**config.mk**
```make
export PLATFORM = sky130hd
export DESIGN_NAME = uic_ctrl
export DESIGN_NICKNAME = d
export VERILOG_FILES = /design/src/rtl/uic_pkg.sv /design/src/rtl/uic_trig_cmp.sv /design/src/rtl/uic_ctrl.sv
export SDC_FILE = /design/constraint.sdc
export NUM_CORES = 1
export LEC_CHECK = 0
export BUFFER_PORTS_ARGS = -buffer_cell sky130_fd_sc_hd__buf_2
export CAP_MARGIN = 20
export CORE_AREA = 4 4 78 80
export CTS_CLUSTER_SIZE = 20
export DETAILED_ROUTE_END_ITERATION = 8
export DIE_AREA = 0 0 82 84
export PLACE_DENSITY = 0.65
export REMOVE_ABC_BUFFERS = 1
export SLEW_MARGIN = 20
export SYNTH_ARGS = -nofsm -noshare
export SYNTH_HDL_FRONTEND = slang
export SYNTH_SLANG_ARGS = --single-unit
```
**constraint.sdc**
```tcl
create_clock -name ref_clk -period 2.5 [get_ports ref_clk]
set_input_delay 0.25 -clock ref_clk [delete_from_list [all_inputs] [get_ports ref_clk]]
set_output_delay 0.25 -clock ref_clk [all_outputs]
set_load 0.03 [all_outputs]
```
**src/rtl/uic_pkg.sv**
```systemverilog
package uic_pkg;

  // ==========================================================
  // register port
  // ==========================================================
  localparam int            ADDR_W           = 2;
  localparam logic [1:0]    ADDR_ISR_FCR     = 2'h0;
  localparam logic [1:0]    ADDR_LCR         = 2'h1;
  localparam logic [7:0]    RDATA_UNMAPPED   = 8'h00;

  // ==========================================================
  // fifo geometry and reset timing
  // ==========================================================
  localparam int            LVL_W            = 7;
  localparam logic [6:0]    FIFO_DEPTH       = 7'h40;
  localparam logic [1:0]    FIFO_RST_CLKS    = 2'h3;

  // ==========================================================
  // fifo control fields
  // ==========================================================
  localparam int            FCR_EN_BIT       = 0;
  localparam int            FCR_RXRST_BIT    = 1;
  localparam int            FCR_TXRST_BIT    = 2;
  localparam int            FCR_TXTRIG_LSB   = 4;
  localparam int            FCR_RXTRIG_LSB   = 6;
  localparam logic [1:0]    TRIG_SEL_RESET   = 2'h0;

  localparam logic [6:0]    TX_TRIG_L0       = 7'h08;
  localparam logic [6:0]    TX_TRIG_L1       = 7'h10;
  localparam logic [6:0]    TX_TRIG_L2       = 7'h20;
  localparam logic [6:0]    TX_TRIG_L3       = 7'h38;
  localparam logic [6:0]    RX_TRIG_L0       = 7'h08;
  localparam logic [6:0]    RX_TRIG_L1       = 7'h10;
  localparam logic [6:0]    RX_TRIG_L2       = 7'h38;
  localparam logic [6:0]    RX_TRIG_L3       = 7'h3C;

  // ==========================================================
  // line format fields
  // ==========================================================
  localparam logic [7:0]    LCR_RESET        = 8'h1D;
  localparam int            LCR_LEN_LSB      = 0;
  localparam int            LCR_STOP_BIT     = 2;
  localparam int            LCR_PAR_EN_BIT   = 3;
  localparam int            LCR_PAR_EVEN_BIT = 4;
  localparam int            LCR_PAR_FORCE_BIT = 5;
  localparam int            LCR_BREAK_BIT    = 6;
  localparam int            LCR_DIV_BIT      = 7;

  // ==========================================================
  // interrupt mask bits and status codes
  // ==========================================================
  localparam int            IER_RX           = 0;
  localparam int            IER_TX           = 1;
  localparam int            IER_LINE         = 2;
  localparam int            IER_MODEM        = 3;
  localparam int            IER_XOFF         = 5;
  localparam int            IER_RTS          = 6;
  localparam int            IER_CTS          = 7;

  localparam logic [5:0]    ISR_CODE_LINE    = 6'h06;
  localparam logic [5:0]    ISR_CODE_TOUT    = 6'h0C;
  localparam logic [5:0]    ISR_CODE_RECEIVE_READY_EVENT   = 6'h04;
  localparam logic [5:0]    ISR_CODE_TRANSMIT_READY_EVENT   = 6'h02;
  localparam logic [5:0]    ISR_CODE_MODEM   = 6'h00;
  localparam logic [5:0]    ISR_CODE_GPIO    = 6'h30;
  localparam logic [5:0]    ISR_CODE_XOFF    = 6'h10;
  localparam logic [5:0]    ISR_CODE_FLOW    = 6'h20;
  localparam logic [5:0]    ISR_CODE_NONE    = 6'h01;
  localparam logic [7:0]    ISR_RESET        = 8'h01;

endpackage

```
**src/rtl/uic_trig_cmp.sv**
```systemverilog
`timescale 1ns/1ps
module uic_trig_cmp
  import uic_pkg::*;
#(
  parameter logic [LVL_W-1:0] LEVEL0 = TX_TRIG_L0,
  parameter logic [LVL_W-1:0] LEVEL1 = TX_TRIG_L1,
  parameter logic [LVL_W-1:0] LEVEL2 = TX_TRIG_L2,
  parameter logic [LVL_W-1:0] LEVEL3 = TX_TRIG_L3
) (
  input  wire logic [1:0]       sel,
  input  wire logic [LVL_W-1:0] count,
  output logic                  above
);

  logic [LVL_W-1:0] level;

  assign level = (sel == 2'h0) ? LEVEL0 :
                 (sel == 2'h1) ? LEVEL1 :
                 (sel == 2'h2) ? LEVEL2 : LEVEL3;
  assign above = (count > level);

endmodule // uic_trig_cmp

```
**src/rtl/uic_ctrl.sv**
```systemverilog
`timescale 1ns/1ps
module uic_ctrl
  import uic_pkg::*;
(
  input  wire logic              ref_clk,
  input  wire logic              rst_n,
  input  wire logic [ADDR_W-1:0] regAddr,
  input  wire logic              regWr,
  input  wire logic              regRd,
  input  wire logic [7:0]        regWdata,
  output logic [7:0]             regRdata,
  input  wire logic [7:0]        interruptMask,
  input  wire logic              enhancedEnable,
  input  wire logic              lineErrPending,
  input  wire logic              rxTimeout,
  input  wire logic [LVL_W-1:0]  rxLevel,
  input  wire logic [LVL_W-1:0]  txLevel,
  input  wire logic              modemChange,
  input  wire logic              gpioChange,
  input  wire logic              xoffMatch,
  input  wire logic              xonMatch,
  input  wire logic              specialMatch,
  input  wire logic              ctsDeassert,
  input  wire logic              rtsDeassert,
  input  wire logic              msrRead,
  input  wire logic              thrWrite,
  output logic [7:0]             isrData,
  output logic                   fifoEnable,
  output logic                   rxFifoReset,
  output logic                   txFifoReset,
  output logic                   rxReadyEvent,
  output logic                   txReadyEvent,
  output logic [1:0]             wordLenSel,
  output logic                   stopLong,
  output logic                   parityEnable,
  output logic                   parityEven,
  output logic                   parityForced,
  output logic                   breakEnable,
  output logic                   divisorSelect
);

  // ==========================================================
  // register strobes
  // ==========================================================
  logic       isrRead;
  logic       fcrWrite;
  logic       fcrApply;
  logic       lcrWrite;
  logic       lcrRead;

  assign isrRead  = regRd && (regAddr == ADDR_ISR_FCR);
  assign fcrWrite = regWr && (regAddr == ADDR_ISR_FCR);
  assign lcrWrite = regWr && (regAddr == ADDR_LCR);
  assign lcrRead  = regRd && (regAddr == ADDR_LCR);
  // other fields only land when the same write keeps the enable set
  assign fcrApply = fcrWrite && regWdata[FCR_EN_BIT];

  // ==========================================================
  // fifo control
  // ==========================================================
  logic       fifoEn_q;
  logic [1:0] txTrigSel_q;
  logic [1:0] rxTrigSel_q;
  logic [1:0] rxRstCnt_q;
  logic [1:0] txRstCnt_q;
  logic       rxRstLoad;
  logic       txRstLoad;
  logic       rxRst_q;
  logic       txRst_q;

  // bit 3 is accepted on the write and simply never stored
  assign rxRstLoad = fcrApply && regWdata[FCR_RXRST_BIT];
  assign txRstLoad = fcrApply && regWdata[FCR_TXRST_BIT];

  always_ff @(posedge ref_clk) begin
    if (!rst_n) begin
      fifoEn_q    <= 1'b0;
      txTrigSel_q <= TRIG_SEL_RESET;
      rxTrigSel_q <= TRIG_SEL_RESET;
    end else if (fcrWrite) begin
      fifoEn_q <= regWdata[FCR_EN_BIT];
      if (fcrApply) begin
        rxTrigSel_q <= regWdata[FCR_RXTRIG_LSB +: 2];
        if (enhancedEnable) begin
          txTrigSel_q <= regWdata[FCR_TXTRIG_LSB +: 2];
        end
      end
    end
  end

  // reset pulses are held for the full crystal-clock count, then drop
  always_ff @(posedge ref_clk) begin
    if (!rst_n) begin
      rxRstCnt_q <= 2'h0;
      txRstCnt_q <= 2'h0;
      rxRst_q    <= 1'b0;
      txRst_q    <= 1'b0;
    end else begin
      rxRstCnt_q <= rxRstLoad ? FIFO_RST_CLKS : (rxRstCnt_q - {1'b0, |rxRstCnt_q});
      txRstCnt_q <= txRstLoad ? FIFO_RST_CLKS : (txRstCnt_q - {1'b0, |txRstCnt_q});
      rxRst_q    <= rxRstLoad || (rxRstCnt_q > 2'h1);
      txRst_q    <= txRstLoad || (txRstCnt_q > 2'h1);
    end
  end

  // ==========================================================
  // trigger compare
  // ==========================================================
  logic [LVL_W-1:0] txSpaces;
  logic             txAbove;
  logic             rxAbove;
  logic             txEmpty;
  logic             rxCond;

  assign txSpaces = FIFO_DEPTH - txLevel;
  assign txEmpty  = (txLevel == '0);

  uic_trig_cmp #(
    .LEVEL0 (TX_TRIG_L0),
    .LEVEL1 (TX_TRIG_L1),
    .LEVEL2 (TX_TRIG_L2),
    .LEVEL3 (TX_TRIG_L3)
  ) u_tx_trig (
    .sel   (txTrigSel_q),
    .count (txSpaces),
    .above (txAbove)
  );

  uic_trig_cmp #(
    .LEVEL0 (RX_TRIG_L0),
    .LEVEL1 (RX_TRIG_L1),
    .LEVEL2 (RX_TRIG_L2),
    .LEVEL3 (RX_TRIG_L3)
  ) u_rx_trig (
    .sel   (rxTrigSel_q),
    .count (rxLevel),
    .above (rxAbove)
  );

  // without fifos a single held character is enough
  assign rxCond = fifoEn_q ? rxAbove : (rxLevel != '0);

  // ==========================================================
  // sticky interrupt sources
  // ==========================================================
  logic txAbove_q;
  logic txEmpty_q;
  logic ierTx_q;
  logic txSet;
  logic txFlag_q;
  logic xoffSet;
  logic xoffFlag_q;
  logic specialKind_q;
  logic flowSet;
  logic flowFlag_q;

  // a reload that never crossed the trigger still interrupts on empty
  assign txSet = (fifoEn_q && txAbove && !txAbove_q) ||
                 (txEmpty && !txEmpty_q) ||
                 (txEmpty && interruptMask[IER_TX] && !ierTx_q);
  assign xoffSet = (xoffMatch || specialMatch) && enhancedEnable &&
                   interruptMask[IER_XOFF];
  assign flowSet = enhancedEnable &&
                   ((ctsDeassert && interruptMask[IER_CTS]) ||
                    (rtsDeassert && interruptMask[IER_RTS]));

  always_ff @(posedge ref_clk) begin
    if (!rst_n) begin
      txAbove_q <= 1'b0;
      txEmpty_q <= 1'b1;
      ierTx_q   <= 1'b0;
    end else begin
      txAbove_q <= txAbove;
      txEmpty_q <= txEmpty;
      ierTx_q   <= interruptMask[IER_TX];
    end
  end

  // a new event in the clearing cycle wins over the clear
  always_ff @(posedge ref_clk) begin
    if (!rst_n) begin
      txFlag_q      <= 1'b0;
      xoffFlag_q    <= 1'b0;
      specialKind_q <= 1'b0;
      flowFlag_q    <= 1'b0;
    end else begin
      txFlag_q <= txSet || (txFlag_q && !(isrRead || thrWrite));
      if (xoffSet) begin
        xoffFlag_q    <= 1'b1;
        specialKind_q <= specialMatch;
      end else if (specialKind_q ? isrRead : xonMatch) begin
        xoffFlag_q <= 1'b0;
      end
      flowFlag_q <= flowSet || (flowFlag_q && !msrRead);
    end
  end

  // ==========================================================
  // priority encode
  // ==========================================================
  logic       linePend;
  logic       toutPend;
  logic       rxPend;
  logic       txPend;
  logic       modemPend;
  logic       flowPend;
  logic       anyPend;
  logic [5:0] isrCode;
  logic       anyPendHigher;

  assign linePend  = interruptMask[IER_LINE] && lineErrPending;
  assign toutPend  = interruptMask[IER_RX] && rxTimeout;
  assign rxPend    = interruptMask[IER_RX] && rxCond;
  assign txPend    = interruptMask[IER_TX] && txFlag_q;
  assign modemPend = interruptMask[IER_MODEM] && modemChange;
  assign flowPend  = enhancedEnable && flowFlag_q;
  assign anyPend   = linePend || toutPend || rxPend || txPend || modemPend ||
                     gpioChange || xoffFlag_q || flowPend;
  assign anyPendHigher = linePend || toutPend || rxPend || txPend || modemPend ||
                         gpioChange || xoffFlag_q;

  // lower sources wait behind higher ones until those are serviced
  assign isrCode = linePend   ? ISR_CODE_LINE  :
                   toutPend   ? ISR_CODE_TOUT  :
                   rxPend     ? ISR_CODE_RECEIVE_READY_EVENT :
                   txPend     ? ISR_CODE_TRANSMIT_READY_EVENT :
                   modemPend  ? ISR_CODE_MODEM :
                   gpioChange ? ISR_CODE_GPIO  :
                   xoffFlag_q ? ISR_CODE_XOFF  :
                   flowPend   ? ISR_CODE_FLOW  :
                                ISR_CODE_NONE;

  // ==========================================================
  // status, line format and read data
  // ==========================================================
  logic [7:0] isr_q;
  logic [7:0] lcr_q;
  logic [7:0] rdata_q;
  logic       rxEvt_q;
  logic       txEvt_q;
  logic       parityForced_q;

  always_ff @(posedge ref_clk) begin
    if (!rst_n) begin
      isr_q   <= ISR_RESET;
      lcr_q   <= LCR_RESET;
      parityForced_q <= LCR_RESET[LCR_PAR_FORCE_BIT] && LCR_RESET[LCR_PAR_EN_BIT];
      rdata_q <= RDATA_UNMAPPED;
      rxEvt_q <= 1'b0;
      txEvt_q <= 1'b0;
    end else begin
      isr_q   <= {{2{fifoEn_q}}, isrCode};
      rxEvt_q <= rxPend || toutPend;
      txEvt_q <= txPend;
      if (lcrWrite) begin
        lcr_q <= regWdata;
        parityForced_q <= regWdata[LCR_PAR_FORCE_BIT] && regWdata[LCR_PAR_EN_BIT];
      end
      if (isrRead) begin
        rdata_q <= isr_q;
      end else if (lcrRead) begin
        rdata_q <= lcr_q;
      end else if (regRd) begin
        rdata_q <= RDATA_UNMAPPED;
      end
    end
  end

  assign regRdata      = rdata_q;
  assign isrData       = isr_q;
  assign fifoEnable    = fifoEn_q;
  assign rxFifoReset   = rxRst_q;
  assign txFifoReset   = txRst_q;
  assign rxReadyEvent  = rxEvt_q;
  assign txReadyEvent  = txEvt_q;
  assign wordLenSel    = lcr_q[LCR_LEN_LSB +: 2];
  assign stopLong      = lcr_q[LCR_STOP_BIT];
  assign parityEnable  = lcr_q[LCR_PAR_EN_BIT];
  assign parityEven    = lcr_q[LCR_PAR_EVEN_BIT];
  // force only means something while parity is on
  assign parityForced  = parityForced_q;
  assign breakEnable   = lcr_q[LCR_BREAK_BIT];
  assign divisorSelect = lcr_q[LCR_DIV_BIT];
endmodule // uic_ctrl

```
Word level (Yosys, flattened, before mapping) --
Index checks and enable logic that the tools add are counted.
Word-level totals: word-level logic and storage cells 112, input bits 48, output and inout port bits 29, bits in registers 44
Cells by class: bitwise operators 1, magnitude comparators 4, reduce and logical (&&, ||, !) cells 54, add/subtract/negate cells 3, equality and inequality tests 5, mux-type cells 23
Operator list (number):
- $mux W7 | 4
- $logic_and A1 B1 Y1 | 26
- $mux W8 | 3
- $mux W6 | 3
- $mux W4 | 4
- $gt A7 B7 Y1 | 2
- $logic_or A1 B1 Y1 | 10
- $logic_not A7 Y1 | 1
- $reduce_bool A7 Y1 | 1
- $sub A7 B7 Y7 const A | 1
- $eq A2 B1 Y1 const B | 3
- $logic_not A2 Y1 | 3
- $mux W3 | 2
- $reduce_or A2 Y1 | 3
- $reduce_or A6 Y1 | 1
- $logic_not A1 Y1 | 5
- $mux W5 | 1
- $eq A2 B2 Y1 const B | 2
- $gt A2 B1 Y1 const B | 2
- $mux W1 | 4
- $mux W2 | 2
- $sub A2 B1 Y2 | 2
- $reduce_and A3 Y1 | 1
- $reduce_bool A3 Y1 | 1
- other kinds (3) | 3

Logic depth before layout (Yosys ltp) --
word-level depth 10, gate-level depth with buffers 9

By module --
Synthesis repeated with hierarchy kept, for this count alone.
Unflattened totals: cell total of the unflattened synthesis 238, area total of the unflattened synthesis 2127.0 sq um
By module, submodules not included:
- uic_ctrl | sequential area each 880.8 sq um, cells each 206, times used 1, area an instance 1884.3 sq um
- uic_trig_cmp at u_tx_trig | sequential area each 0.0 sq um, cells each 16, times used 1, area an instance 125.1 sq um
- uic_trig_cmp at u_rx_trig | sequential area each 0.0 sq um, cells each 16, times used 1, area an instance 117.6 sq um

Least setup slack after synthesis --
No wires, ideal clock.
kind input -> register, from input port txLevel[1], to register txFlag_q, setup slack 619 ps, cell stages on the path 9, arrival time 1753 ps, path through or3_4 -> buf_6 -> nor2_1 -> xnor2_1 -> ha_1 -> nor2b_1 -> o21a_1 -> o22ai_1 -> a31oi_1
Between the ends: longest elaborated chain between the ends 7
Ends and longest elaborated chain:
- start: declaration | line uic_ctrl.sv:17 | input wire logic [LVL_W-1:0] txLevel,
- $sub A7 B7 Y7 | line uic_ctrl.sv:115 | assign txSpaces = FIFO_DEPTH - txLevel;
- $gt A7 B7 Y1 | line uic_trig_cmp.sv:20 | assign above = (count > level);
- $logic_and A1 B1 Y1 (2 in series) | line uic_ctrl.sv:158 | assign txSet = (fifoEn_q && txAbove && !txAbove_q) ||
- $logic_or A1 B1 Y1 | line uic_ctrl.sv:158
- $logic_or A1 B1 Y1 * | line uic_ctrl.sv:159 | (txEmpty && !txEmpty_q) ||
- $logic_or A1 B1 Y1 * | line uic_ctrl.sv:187 | txFlag_q <= txSet || (txFlag_q && !(isrRead || thrWrite));
- end signal: assignment | line uic_ctrl.sv:187
- end: declaration | line uic_ctrl.sv:150 | logic txFlag_q;
Every way passes the cells marked *; elsewhere a longest branch is shown, timed or not. A chain may end at the register's enable or synchronous reset.

Worst setup path in the final report --
from register txTrigSel_q[0], to register txFlag_q
Between the ends: longest elaborated chain between the ends 10
Ends and longest elaborated chain:
- start: declaration | line uic_ctrl.sv:62 | logic [1:0] txTrigSel_q;
- start signal: assignment | line uic_ctrl.sv:85 | txTrigSel_q <= regWdata[FCR_TXTRIG_LSB +: 2];
- $eq A2 B2 Y1 | line uic_trig_cmp.sv:19 | (sel == 2'h2) ? LEVEL2 : LEVEL3;
- $mux W5 | line uic_trig_cmp.sv:19
- $mux W7 | line uic_trig_cmp.sv:18 | (sel == 2'h1) ? LEVEL1 :
- $mux W7 * | line uic_trig_cmp.sv:17 | assign level = (sel == 2'h0) ? LEVEL0 :
- $gt A7 B7 Y1 * | line uic_trig_cmp.sv:20
- $logic_and A1 B1 Y1 * (2 in series) | line uic_ctrl.sv:158
- $logic_or A1 B1 Y1 * | line uic_ctrl.sv:158
- $logic_or A1 B1 Y1 * | line uic_ctrl.sv:159
- $logic_or A1 B1 Y1 * | line uic_ctrl.sv:187
Marked as above.

==> results by group <==
Worst setup path
  • Crit-path cells: inv_1 -> ha_1 -> or2_2 -> ha_1 -> nor2b_1 -> o21a_1 -> o22ai_1 -> a31oi_1
  • Crit path required time: 2680 ps
  • CP arrival: 2100 ps
  • CP Launch Type: flop
  • Slowest stage delay, CP: 360 ps
  • Crit path max-delay cell type: dfxtp_1
  • CP Max Fanout: 3
  • R2r setup slk: 580 ps
  • CP Capture Type: flop
  • Buffers plus inverters on the worst setup path: 1
  • Critical path class: reg2reg
  • Crit-path leading delay family: adder cells
  • CP most frequent cell: ha_1

Min path
  • Hold Path Class: in2reg

Pwr
  • Gate power share: 0.138
  • Int Power: 1140 uW
  • P per Cell Area: 582 nW/um^2
  • Seq pwr share: 0.485
  • Switching share of total power: 0.252
  • Pwr Total: 1520 uW
  • Max IR drop VDD: 0.210 mV
  • Sw power: 384 uW
  • Clock power frac: 0.377
  • Leakage power: 0.00117 uW

Detailed routing
  • Met2 routed WL: 2300 um
  • Antenna-violating nets left: 0
  • Met1 wire length: 2150 um
  • DR DRC count: 0
  • Vias per cell: 4.81
  • Total Wirelength: 4810 um
  • DR iter-0 viols: 42
  • Max Used Layer: met4
  • Post-DR wirelength/cell: 12.6 um
  • Routed wl met3: 272 um
  • Vias: 1841
  • First-pass DRT Iterations: 4

Yosys
  • Mapped Cells: 240
  • Post-synthesis sequential area ratio: 0.422
  • Ys async rst share: 0
  • Synthesized cell area: 2090 um^2
  • Library cells used by synthesis: 43
  • Warnings from Yosys: 0
  • Ys flop type: dfxtp_1
  • Yosys reg bits: 44
  • Syn avg cell area: 8.70 um^2
  • EDFF count, synth: 0

GRT
  • First-pass GRT wire length: 7780 um
  • GRT Total Usage: 0.145
  • Initial antenna violation count: 0
  • Largest net degree at the start of global routing: 25
  • Total global routing overflow: 0
  • Number of global-route vias before repair: 1708

Timing
  • Max Freq: 0.521 GHz
  • Relative slew margins: 0.589
  • RSZ-0062 raised after global routing: no
  • Final setup vio count: 0
  • Setup tns final: 0 ps
  • Crit path time final: 1920 ps
  • Period Utilization, post-route: 0.768
  • Max Transition Viols Final: 0
  • Clock skew: 7.37 ps
  • Tightest Pin Transition: 612 ps
  • Final hold violations: 0
  • Worst hold slack: 176 ps

Outcome
  • Status: complete, no violations

Clocking
  • Post-CTS Setup Inserts: 0
  • CTS tree: yes
  • Clock root cell: clkbuf_8
  • Clk buf depth: 2
  • Total number of H-tree levels: 2
  • CTS buffer count: 5
  • Clk slew on worst S/H paths: 80 ps
  • Post-CTS sizing: 0
  • Clock Latency Late Sink: 300 ps
  • Hold buffer count at cts: 0
  • CTS sink cnt: 44

Die
  • Die Height: 84 um
  • IO Pins: 77
  • Cell Rows: 27
  • Die X: 82 um
  • Starting Density: 0.386
  • Die ar.: 6890 um^2
  • Core ar.: 5410 um^2

Placement
  • IO Port Bufs: 75
  • GP Congestion: 0.812
  • DP HPWL: 3830 um

Final layout
  • P&R area growth vs syn: 25.6%
  • Final Core Density: 0.485
  • Share of layout cells above drive strength 1: 0.299
  • Fin nets: 368
  • Antenna diode count: 0

Run
  • Max-cap violations: 0
==> flip-flops by register name (all words and copies together), names as in the netlist <==
register / count
lcr_q: 8
regRdata: 8
isrData: 7
rxRstCnt_q: 2
rxTrigSel_q: 2
txRstCnt_q: 2
txTrigSel_q: 2
fifoEnable: 1
flowFlag_q: 1
ierTx_q: 1
parityForced: 1
rxFifoReset: 1
rxReadyEvent: 1
specialKind_q: 1
txAbove_q: 1
txEmpty_q: 1
txFifoReset: 1
txFlag_q: 1
txReadyEvent: 1
xoffFlag_q: 1
==> layer usage <==
layer	vias to the layer above	track usage
li1	959	-
met1	822	0.178
met2	53	0.244
met3	7	0.0216
met4	0	0.0680
met5	-	0
==> power by group through the flow <==
stage	Sequential, uW	Clock (uW)	Combinational [uW]
6_report	739	575	210
5_1_grt	743	614	234
4_1_cts	740	592	213
3_5_place_dp	756	0	212
3_3_place_gp	755	0	209
2_1_floorplan	785	0	84.6
==> per-stage QoR <==
| step | cell area (um^2) | worst slack [ps] | instances |
|---|---|---|---|
| after floorplan | 2010 | 687 | 226 |
| after global placement | 2500 | 476 | 375 |
| after detailed placement | 2500 | 461 | 375 |
| after CTS | 2620 | 569 | 383 |
| after global routing | 2620 | 433 | 383 |
| final | 2620 | 580 | 383 |
==> cells in the mapped netlist, types with 2 or more instances <==
library cell  instances  area, um^2
o22ai_1               9        56.3
o21a_1                2        15.0
nand2_1              27         101
o211ai_1              3        22.5
or2_2                 3        18.8
nand3b_1              2        15.0
a21oi_1              10        50.1
xnor2_1               3        26.3
clkbuf_1              8        30.0
and2_1               14        87.6
buf_4                 3        22.5
nor2_1               14        52.6
o31ai_1               4        30.0
nor3_1                2        10.0
mux2i_1               8        80.1
dfxtp_1              44         881
ha_1                 10         125
a21boi_0              8        60.1
nand2b_1              2        12.5
nand3_1              11        55.1
o21ai_0               3        15.0
nor3b_1               2        15.0
nor2b_1              11        68.8
buf_2                 2        10.0
inv_1                17        63.8
==> layout make-up <==
type | count | area, um^2
Clock inverter | 2 | 38.8
Multi-Input combinational cell | 165 | 1070
Clock buffer | 6 | 82.6
Sequential cell | 44 | 881
Fill cell | 570 | 2780
Tap cell | 72 | 90.1
Inverter | 17 | 63.8
Timing Repair Buffer | 77 | 390
==> final timing paths <==
path	endpoint	depth (start not counted)	from
max	txFlag_q$_SDFF_PN0_	8	txTrigSel_q[0]$_SDFFE_PN0P_
min	lcr_q[4]$_SDFFE_PN1P_	3	regWdata[4]
max reg2reg	txFlag_q$_SDFF_PN0_	8	txTrigSel_q[0]$_SDFFE_PN0P_
min reg2reg	rxRstCnt_q[0]$_SDFF_PN0_	1	rxRstCnt_q[0]$_SDFF_PN0_
==> logic make-up (layout without fill, tap and decap cells) <==
| group | Yosys count | in the layout | share of synthesized area |
|---|---|---|---|
| AO/OA/AOI/OAI | 49 | 49 | 0.162 |
| adder cells (fa/ha/maj) | 10 | 10 | 0.0600 |
| buffers and inverters | 31 | 102 | 0.0659 |
| flip-flops | 44 | 44 | 0.422 |
| multiplexers | 8 | 8 | 0.0384 |
| AND/OR/NAND/NOR | 95 | 95 | 0.239 |
| XOR/XNOR | 3 | 3 | 0.0126 |
==> cell usage in the layout (no fill, tap or decap), drive strengths merged, types with 6 or more instances in the layout <==
| master | instances |
|---|---|
| a21boi | 9 |
| a21oi | 10 |
| and2 | 14 |
| buf | 77 |
| clkbuf | 6 |
| dfxtp | 44 |
| ha | 10 |
| inv | 17 |
| mux2i | 8 |
| nand2 | 27 |
| nand3 | 11 |
| nor2 | 14 |
| nor2b | 11 |
| o22ai | 9 |
==> tightest hold or removal path: cells and delay by family <==
kind / cells / cell delay, ps
simple gates: 2 / 100
buf+inv: 1 / 90
(Power assumes the default switching activity.)
